==> src/flash_ctrl_pkg.sv <==
package flash_ctrl_pkg;
  // ==================================================
  // Register map, byte addresses on a 32-bit bus
  localparam int REG_ADDR_W = 8;
  localparam logic [7:0] OFS_CONTROL = 8'h00;
  localparam logic [7:0] OFS_ADDR_LOWER = 8'h04;
  localparam logic [7:0] OFS_ADDR_UPPER = 8'h08;
  localparam logic [7:0] OFS_UNLOCK_KEY = 8'h0C;
  localparam logic [7:0] OFS_TABLE_PAGE = 8'h10;
  localparam logic [7:0] OFS_LATCH_INDEX = 8'h14;
  localparam logic [7:0] OFS_LATCH_DATA = 8'h18;
  localparam logic [7:0] OFS_STATUS = 8'h1C;

  // ==================================================
  // Control register fields
  localparam int BIT_LAUNCH = 15;
  localparam int BIT_ALLOW = 14;
  localparam int BIT_FAULT = 13;
  localparam int BIT_IDLE_OFF = 12;
  localparam int OPSEL_LSB = 0;
  localparam int OPSEL_W = 4;

  // ==================================================
  // Reset values and keys
  localparam logic [15:0] CONTROL_RESET = 16'h0000;
  localparam logic [7:0] TABLE_PAGE_RESET = 8'h00;
  localparam logic [7:0] KEY_FIRST = 8'h55;
  localparam logic [7:0] KEY_SECOND = 8'hAA;
  localparam logic [7:0] LATCH_PAGE = 8'hFA;

  // ==================================================
  // Operation codes and geometry
  localparam logic [3:0] OP_DWORD = 4'h1;
  localparam logic [3:0] OP_ROW = 4'h2;
  localparam logic [3:0] OP_PAGE = 4'h3;
  localparam logic [3:0] OP_UNUSED = 4'h4;
  localparam logic [3:0] OP_CHIP = 4'hE;
  localparam int ROW_WORDS = 128;
  localparam int PAGE_WORDS = 1024;
  localparam int DWORD_WORDS = 2;
  localparam int LATCH_IDX_W = 7;
  localparam int LATCH_W = 24;
  localparam logic [23:0] ROW_MASK = 24'hff_ff00;
  localparam logic [23:0] PAGE_MASK = 24'hff_f800;
  localparam logic [23:0] CHIP_BASE = 24'h00_0000;

  // ==================================================
  // Types
  typedef enum logic [1:0] {KEY_NONE, KEY_HALF, KEY_OPEN} unlock_t;

  typedef struct packed {
    logic [3:0] op;
    logic [23:0] addr;
    logic [23:0] data;
  } flash_cmd_t;
endpackage : flash_ctrl_pkg

==> src/flash_program_erase_ctrl.sv <==
`timescale 1ns/1ps
module flash_program_erase_ctrl (
  input wire logic clk_i,
  input wire logic rst_i,
  input wire logic sys_rst_i,
  input wire logic wb_cyc_i,
  input wire logic wb_stb_i,
  input wire logic wb_we_i,
  input wire logic [flash_ctrl_pkg::REG_ADDR_W-1:0] wb_adr_i,
  input wire logic [3:0] wb_sel_i,
  input wire logic [31:0] wb_dat_i,
  output logic [31:0] wb_dat_o,
  output logic wb_ack_o,
  output logic cpu_stall_o,
  input wire logic idle_i,
  output logic mem_power_off_o,
  output logic mem_standby_o,
  output logic flash_req_o,
  output flash_ctrl_pkg::flash_cmd_t flash_cmd_o,
  input wire logic flash_done_i
);
  import flash_ctrl_pkg::*;

  typedef enum logic [1:0] {SEQ_IDLE, SEQ_LOAD, SEQ_PROG} seq_state_t;

  logic ack;
  logic [31:0] rd_data;
  logic launch, allow, fault, idle_off;
  logic [OPSEL_W-1:0] op_select;
  logic [7:0] dest_upper;
  logic [15:0] dest_lower;
  logic [7:0] table_page;
  logic [LATCH_IDX_W-1:0] latch_idx;
  unlock_t unlock, next_unlock;
  seq_state_t seq, next_seq;
  logic [7:0] word;
  flash_cmd_t cmd;
  logic pwr_off, pwr_standby;
  logic [LATCH_W-1:0] latch_rdata;

  // ==================================================
  // Bus decode
  wire bus_req = wb_cyc_i & wb_stb_i & ~ack;
  // Write lands on the edge where the master sees ack, never before
  wire bus_done = wb_cyc_i & wb_stb_i & ack;
  // Writes are dropped while busy; the core is stalled then anyway
  wire bus_write = bus_done & wb_we_i & ~launch;
  wire hit_ctl = wb_adr_i == OFS_CONTROL;
  wire hit_lower = wb_adr_i == OFS_ADDR_LOWER;
  wire hit_upper = wb_adr_i == OFS_ADDR_UPPER;
  wire hit_key = wb_adr_i == OFS_UNLOCK_KEY;
  wire hit_page = wb_adr_i == OFS_TABLE_PAGE;
  wire hit_idx = wb_adr_i == OFS_LATCH_INDEX;
  wire hit_ldata = wb_adr_i == OFS_LATCH_DATA;
  wire hit_status = wb_adr_i == OFS_STATUS;
  wire key_wr = bus_write & hit_key & wb_sel_i[0];
  wire key_first = key_wr & (wb_dat_i[7:0] == KEY_FIRST);
  wire key_second = key_wr & (wb_dat_i[7:0] == KEY_SECOND);
  wire ctl_hi_we = bus_write & hit_ctl & wb_sel_i[1];
  wire ctl_lo_we = bus_write & hit_ctl & wb_sel_i[0];
  wire next_allow = ctl_hi_we ? wb_dat_i[BIT_ALLOW] : allow;
  wire [OPSEL_W-1:0] next_op = ctl_lo_we ? wb_dat_i[OPSEL_LSB +: OPSEL_W] : op_select;
  wire op_known = (next_op == OP_DWORD) | (next_op == OP_ROW) | (next_op == OP_PAGE) | (next_op == OP_CHIP);
  wire launch_try = ctl_hi_we & wb_dat_i[BIT_LAUNCH];
  wire launch_ok = launch_try & (unlock == KEY_OPEN) & next_allow & op_known;
  wire launch_bad = launch_try & ~launch_ok;
  wire abort = sys_rst_i & launch;
  wire latch_we = bus_write & hit_ldata & (table_page == LATCH_PAGE) & (|wb_sel_i[2:0]);

  // ==================================================
  // Unlock sequence
  always_comb begin
    next_unlock = unlock;
    if (bus_write) begin
      if (key_first) begin
        next_unlock = KEY_HALF;
      end else if (key_second && unlock == KEY_HALF) begin
        next_unlock = KEY_OPEN;
      end else begin
        // Any other write spends or cancels the unlock
        next_unlock = KEY_NONE;
      end
    end
  end

  always_ff @(posedge clk_i) begin
    if (rst_i || sys_rst_i) begin
      unlock <= KEY_NONE;
    end else begin
      unlock <= next_unlock;
    end
  end

  // ==================================================
  // Control register; allow and op_select cleared by power-on reset only, idle_off by either reset
  wire [7:0] words_m1 = (cmd.op == OP_ROW) ? 8'(ROW_WORDS - 1) :
                        (cmd.op == OP_DWORD) ? 8'(DWORD_WORDS - 1) : 8'h00;
  wire last_word = word == words_m1;
  wire op_done = (seq == SEQ_PROG) & flash_done_i & last_word;

  always_ff @(posedge clk_i) begin
    if (rst_i) begin
      launch <= CONTROL_RESET[BIT_LAUNCH];
      allow <= CONTROL_RESET[BIT_ALLOW];
      fault <= CONTROL_RESET[BIT_FAULT];
      op_select <= CONTROL_RESET[OPSEL_LSB +: OPSEL_W];
    end else begin
      if (ctl_hi_we) begin
        allow <= wb_dat_i[BIT_ALLOW];
      end
      if (ctl_lo_we) begin
        op_select <= wb_dat_i[OPSEL_LSB +: OPSEL_W];
      end
      if (launch_ok) begin
        launch <= 1'b1;
      end else if (op_done || abort) begin
        launch <= 1'b0;
      end
      if (launch_bad || abort) begin
        fault <= 1'b1;
      end else if (launch_ok) begin
        fault <= 1'b0;
      end
    end
  end

  always_ff @(posedge clk_i) begin
    if (rst_i || sys_rst_i) begin
      idle_off <= CONTROL_RESET[BIT_IDLE_OFF];
      pwr_off <= 1'b0;
      pwr_standby <= 1'b0;
    end else begin
      if (ctl_hi_we) begin
        idle_off <= wb_dat_i[BIT_IDLE_OFF];
      end
      pwr_off <= idle_i & idle_off;
      pwr_standby <= idle_i & ~idle_off;
    end
  end

  // ==================================================
  // Destination and table registers
  always_ff @(posedge clk_i) begin
    if (rst_i) begin
      dest_upper <= 8'h00;
      dest_lower <= 16'h0000;
      table_page <= TABLE_PAGE_RESET;
      latch_idx <= '0;
    end else begin
      if (bus_write && hit_upper && wb_sel_i[0]) begin
        dest_upper <= wb_dat_i[7:0];
      end
      if (bus_write && hit_lower && wb_sel_i[0]) begin
        dest_lower[7:0] <= wb_dat_i[7:0];
      end
      if (bus_write && hit_lower && wb_sel_i[1]) begin
        dest_lower[15:8] <= wb_dat_i[15:8];
      end
      if (bus_write && hit_page && wb_sel_i[0]) begin
        table_page <= wb_dat_i[7:0];
      end
      if (bus_write && hit_idx && wb_sel_i[0]) begin
        latch_idx <= wb_dat_i[LATCH_IDX_W-1:0];
      end else if (latch_we) begin
        latch_idx <= latch_idx + 1'b1;
      end
    end
  end

  // ==================================================
  // Holding latches
  wire [23:0] dest_addr = {dest_upper, dest_lower};
  wire [LATCH_IDX_W-1:0] rd_idx = (op_select == OP_DWORD) ?
                                  dest_lower[LATCH_IDX_W:1] + word[LATCH_IDX_W-1:0] :
                                  word[LATCH_IDX_W-1:0];

  write_latches #(
    .DEPTH(ROW_WORDS),
    .IDX_W(LATCH_IDX_W),
    .LANES(3)
  ) u_latches (
    .clk_i(clk_i),
    .we_i(latch_we),
    .be_i(wb_sel_i[2:0]),
    .widx_i(latch_idx),
    .wdata_i(wb_dat_i[LATCH_W-1:0]),
    .ridx_i(rd_idx),
    .rdata_o(latch_rdata)
  );

  // ==================================================
  // Sequencer, one request per word to the array for OP_DWORD and OP_ROW, a single request for OP_PAGE and OP_CHIP
  wire [23:0] base_addr = (op_select == OP_CHIP) ? CHIP_BASE :
                          (op_select == OP_PAGE) ? (dest_addr & PAGE_MASK) :
                          (op_select == OP_ROW) ? (dest_addr & ROW_MASK) : dest_addr;
  wire [23:0] word_addr = base_addr + {15'h0000, word, 1'b0};

  always_comb begin
    next_seq = seq;
    case (seq)
      SEQ_IDLE: begin
        if (launch_ok) begin
          next_seq = SEQ_LOAD;
        end
      end
      SEQ_LOAD: begin
        next_seq = SEQ_PROG;
      end
      SEQ_PROG: begin
        if (flash_done_i) begin
          next_seq = last_word ? SEQ_IDLE : SEQ_LOAD;
        end
      end
      default: begin
        next_seq = SEQ_IDLE;
      end
    endcase
  end

  always_ff @(posedge clk_i) begin
    if (rst_i || sys_rst_i) begin
      seq <= SEQ_IDLE;
      word <= 8'h00;
      cmd <= '0;
    end else begin
      seq <= next_seq;
      if (seq == SEQ_IDLE) begin
        word <= 8'h00;
      end else if (seq == SEQ_PROG && flash_done_i && !last_word) begin
        word <= word + 8'h01;
      end
      if (seq == SEQ_LOAD) begin
        cmd.op <= op_select;
        cmd.addr <= word_addr;
        cmd.data <= latch_rdata;
      end
    end
  end

  // Request held until the array reports the word done
  assign flash_req_o = seq == SEQ_PROG;
  assign flash_cmd_o = cmd;
  assign cpu_stall_o = launch;
  assign mem_power_off_o = pwr_off;
  assign mem_standby_o = pwr_standby;

  // ==================================================
  // Bus read and acknowledge
  wire [15:0] ctl_view = {launch, allow, fault, idle_off, 2'h0, 6'h00, op_select};
  wire [31:0] rd_mux = hit_ctl ? {16'h0000, ctl_view} :
                       hit_lower ? {16'h0000, dest_lower} :
                       hit_upper ? {24'h00_0000, dest_upper} :
                       hit_page ? {24'h00_0000, table_page} :
                       hit_idx ? {25'h000_0000, latch_idx} :
                       hit_status ? {28'h000_0000, pwr_standby, pwr_off, unlock == KEY_OPEN, seq != SEQ_IDLE} :
                       32'h0000_0000;

  always_ff @(posedge clk_i) begin
    if (rst_i || sys_rst_i) begin
      ack <= 1'b0;
      rd_data <= 32'h0000_0000;
    end else begin
      ack <= bus_req;
      if (bus_req && !wb_we_i) begin
        rd_data <= rd_mux;
      end
    end
  end

  assign wb_ack_o = ack;
  assign wb_dat_o = rd_data;
endmodule : flash_program_erase_ctrl

==> src/write_latches.sv <==
`timescale 1ns/1ps
module write_latches #(
  parameter int DEPTH = 128,
  parameter int IDX_W = 7,
  parameter int LANES = 3
) (
  input wire logic clk_i,
  input wire logic we_i,
  input wire logic [LANES-1:0] be_i,
  input wire logic [IDX_W-1:0] widx_i,
  input wire logic [8*LANES-1:0] wdata_i,
  input wire logic [IDX_W-1:0] ridx_i,
  output logic [8*LANES-1:0] rdata_o
);
  // ==================================================
  // Holding latches, no reset: contents unknown after power-up
  logic [8*LANES-1:0] mem [DEPTH];

  always_ff @(posedge clk_i) begin
    for (int i = 0; i < LANES; i++) begin
      if (we_i && be_i[i]) begin
        mem[widx_i][8*i +: 8] <= wdata_i[8*i +: 8];
      end
    end
  end

  assign rdata_o = mem[ridx_i];
endmodule : write_latches

==> config.mk <==
export PLATFORM = sky130hd
export DESIGN_NAME = flash_program_erase_ctrl
export DESIGN_NICKNAME = d
export VERILOG_FILES = /design/src/flash_ctrl_pkg.sv /design/src/flash_program_erase_ctrl.sv /design/src/write_latches.sv
export SDC_FILE = /design/constraint.sdc
export NUM_CORES = 2
export LEC_CHECK = 0
export ABC_AREA = 0
export BUFFER_PORTS_ARGS = -buffer_cell sky130_fd_sc_hd__buf_2
export CORE_MARGIN = 2
export CORE_UTILIZATION = 40
export DETAILED_ROUTE_END_ITERATION = 8
export GPL_ROUTABILITY_DRIVEN = 1
export SETUP_SLACK_MARGIN = 0.2
export SLEW_MARGIN = 0
export SYNTH_ARGS = -nofsm -noshare
export SYNTH_HDL_FRONTEND = slang
export SYNTH_SLANG_ARGS = --single-unit
==> constraint.sdc <==
create_clock -name clk_i -period 3.5 [get_ports clk_i]
set_input_delay 0.35 -clock clk_i [delete_from_list [all_inputs] [get_ports clk_i]]
set_output_delay 0.35 -clock clk_i [all_outputs]
set_load 0.01 [all_outputs]
==> summary.txt <==
Floorplan
  – Die Ht: 574 um
  – Site row count: between 200 and 250
  – I/O pins: 141
  – Die width: 574 um
  – Starting density of the core: 0.401
  – Die area: 330,000 um2
  – Core box area: 324,000 um2

Worst hold path
  – Hold Path End: latch_idx[1]$_SDFFE_PP0P_
  – Hold Crit Depth: 4
  – Worst hold path type: in2reg
  – Hold_sp: wb_sel_i[2]

Logic synthesis
  – Mean post-synth cell area: 12.9 um2
  – FFs w/ async S/R, synth: 0
  – Cells after synthesis: 10,100
  – Ys Warns: 0
  – Primary FF master, synth: edfxtp_1
  – Distinct cells, synth: 92
  – Cell Area, Synth: 130,000 um2
  – Number of synthesized flops with an enable pin: 3,072
  – Register bit total from synthesis: 3,202
  – Sequential area share after synthesis: 0.730

Critical path
  – Slowest cell on the critical path: fa_2
  – Critical-path cell list: ha_4, fa_2, mux2_8, buf_12, buf_12, buf_16, mux2i_1, mux2i_1, mux2i_1, mux2i_1, o22ai_2, o31ai_4, o2111a_1
  – Most frequent CP cell: mux2i_1
  – Flop2flop setup slack: -0.28 ns
  – Worst Path Buf+Inv: 3
  – WP data required: 4.34 ns
  – Reg2reg end: flash_cmd_o[9]$_SDFFE_PP0N_
  – Crit start category: register
  – R2r startpoint: dest_lower[1]$_SDFFE_PP0P_
  – Critical Path AT: 4.62 ns
  – CP endpoint kind: register
  – CP delay by family, top: multiplexers
  – Max stage delay on crit path: 0.54 ns
  – Worst R2R Path Depth: 13
  – CP Class: reg2reg
  – CP max FO: 7

Clocking
  – CTS tree: done
  – Bufs on Longest Clock Path: 4
  – Worst-Skew Late Latency: about 0.92 ns
  – Clock root cell: clkbuf_16
  – Sink Count: 3,202
  – H-tree levels: 5
  – Reg clk slew, reported paths: 0.06 ns
  – Total CTS buffers: around 330

Power
  – Switching Fraction: 0.202
  – Max IR drop VDD: 387 uV
  – Clk pwr share: 0.450
  – Power per cell area: 490 nW/um2
  – Reg power frac: 0.538
  – Int Power: 62.2 mW
  – Psw: approximately 16 mW
  – Logic pwr share: 0.012
  – Leakage: 55.9 nW

Layout
  – Non-Filler Instances: 15,900
  – Area grow syn2layout: 22.5%
  – Layout cells sized above 1: 0.198
  – Utilization after layout: 0.492
  – Nets: 11,400
  – Final Instance Area: 159,000 um2

Route
  – Antenna Nets Post-Route: 0
  – DR pass1 iterations: 8
  – DRT Wirelength: 470,000 um
  – Per-cell routed wire length: 29.5 um
  – Via/cell ratio: 5.85
  – Iteration-0 DRC Markers: 13,700
  – Remaining DRCs: 0
  – Vias: 93,200

Placed design
  – Pre-CTS setup slack: -0.994 ns
  – Post-DP HPWL: 311,000 um
  – GP Congestion: 0.982
  – Port buffer count: roughly 120
  – Placed cell count: 15,200
  – Placed cell areas: 145,000 um2

Global routing
  – Antenna violations before repair: 31
  – Largest net degree at the start of global routing: 129
  – First-pass GRT wire length: 646,000 um
  – Total global-route track usage: 0.271
  – GRT overflow: 0
  – Vias in the first global route: 87,000

STA
  – Min cycle time layout: between 3 and 4 ns
  – Min setup slack post-route: -0.279 ns
  – Least-Margin Pin Slew: ~1.4 ns
  – Final slew viol count: 0
  – Tcrit/Tclk final: 1.08
  – # setup viols final: 19
  – Clk_skew: 0.0526 ns
  – FMAX: 265 MHz
  – Setup TNS: -2.05 ns
  – Slew HR: 0.0559
  – Final Hold Vio Count: 0
  – RSZ-0062 raised after global routing: true

Status
  – Status: complete, but fails checks
  – Failing checks: negative setup slack

Flow run
  – Max cap viols: 0
==> per-layer routing <==
layer	track usage	vias to the layer above	share of wire	routed length, um
met1	0.368	46700	0.38	181000
met4	0.122	22	0.051	23900
met2	0.406	5970	0.44	205000
met5	0	-	0.00030	139
li1	-	39700	-	-
met3	0.0763	875	0.13	59600
==> power groups by stage <==
stage	combinational, mW	clock (mW)	sequential (mW)
finish	0.898	35.1	41.9
floorplan	0.0585	0	42.8
global route	0.926	36.8	41.9
global placement	0.833	0	42.8
CTS	0.882	35.4	41.9
detailed placement	0.863	0	42.8
==> worst min-delay path: stages <==
cell and delay [ns]:
buf_2 0.11, o31ai_1 0.23, nand3_1 0.16, a21oi_1 0.07
==> kinds of logic (layout without fill, tap and decap cells) <==
logic type | count (synthesis) | count (layout) | share of synthesized area
AOI/OAI and AO/OA | 952 | 952 | 0.0519
xor gates and xnor gates | 29 | 29 | 0.00210
adders and majority gates | 18 | 18 | 0.00185
buffers and inverters | 703 | 2174 | 0.0265
DFF | 3202 | 3202 | 0.730
muxes | 341 | 342 | 0.0289
other | 1 | 35 | 0.0000289
and+or+nand+nor | 4848 | 4848 | 0.159
==> worst max-delay path by stage <==
stage / start / to / slack, ns / cells past startpoint
finish: dest_lower[1]$_SDFFE_PP0P_ / flash_cmd_o[9]$_SDFFE_PP0N_ / -0.28 / 13
global route: dest_lower[2]$_SDFFE_PP0P_ / flash_cmd_o[14]$_SDFFE_PP0N_ / -0.18 / 15
CTS: word[0]$_SDFFE_PP0P_ / flash_cmd_o[12]$_SDFFE_PP0N_ / -0.12 / 13
detailed placement: dest_lower[1]$_SDFFE_PP0P_ / flash_cmd_o[8]$_SDFFE_PP0N_ / -0.99 / 17
global placement: dest_lower[1]$_SDFFE_PP0P_ / flash_cmd_o[9]$_SDFFE_PP0N_ / -1.0 / 15
floorplan: op_select[2]$_SDFF_PP0_ / flash_cmd_o[43]$_SDFFE_PP0N_ / 0.29 / 15
==> area by class of cell <==
cell class / instances / area [um2]
multi-input cells: 6205 / 33200
repair buffers: 1572 / 15000
inverters: 12 / 45.0
clock buffers: 431 / 8900
fillers: 27800 / 164000
diodes: 19 / 47.5
flip-flops and latches: 3202 / 94900
clock inverters: 159 / 1750
well taps: 4325 / 5410
==> timing repair <==
action | CTS | global route
buffers inserted | 56 | 45
hold buffers | 18 | 0
hold endpoints to repair | 120 | 0
cloned | 10 | 23
pin swaps | 40 | 67
gates resized for setup | 203 | 176
setup endpoints to repair | 38 | 44
==> synth_stat cells (10+ instances only) <==
cell	n	area [um2]
a211oi_1	25	188
a21oi_1	218	1090
a221oi_1	32	280
a22oi_1	31	233
a311oi_1	201	1760
a31oi_1	94	588
a32oi_1	95	832
and2_1	12	75.1
and3_1	157	982
buf_1	68	255
buf_2	386	1930
buf_4	64	480
clkbuf_1	163	612
dfxtp_1	130	2600
edfxtp_1	3072	92200
ha_1	16	200
inv_1	12	45.0
mux2i_1	310	3100
mux4_2	26	586
nand2_1	2747	10300
nand3_1	1233	6170
nand4_1	47	294
nor2_1	515	1930
nor3_1	50	250
nor4_1	22	138
o211ai_1	10	75.1
o21ai_0	115	576
o22ai_1	22	138
o31ai_1	11	82.6
xnor2_1	12	105
xor2_1	16	140
==> flip-flops by register name (all words and copies together) (netlist names), 2 cells and up <==
name and count:
u_latches.mem 3072, wb_dat_o 16, seq 2, flash_cmd_o 52
unlock 2, op_select 4, word 8, latch_idx 7
table_page 8, dest_upper 8, dest_lower 16
==> through the flow <==
step,power (mW),hold WS (ns)
2_1_floorplan,42.8,0.421
3_3_place_gp,43.6,0.438
3_5_place_dp,43.6,0.444
4_1_cts,78.2,0.0187
5_1_grt,79.7,0.0592
6_report,78.0,0.0646
==> cells in the final DEF (no fill, tap or decap), types with 45 or more instances in the layout <==
cell type     n
a21oi_1     198
o21ai_0      96
edfxtp_1   3072
nand2_1    2736
clkbuf_16   356
nand3_1    1228
nand4_1      47
mux2i_1     304
buf_4      1191
clkinv_1     45
a31oi_1      76
a311oi_1    157
clkinv_2     51
nor2_1      496
dfxtp_1     124
a32oi_1      90
buf_2        91
clkbuf_1     80
and3_1      153
buf_12      167
(Power assumes the default switching activity.)
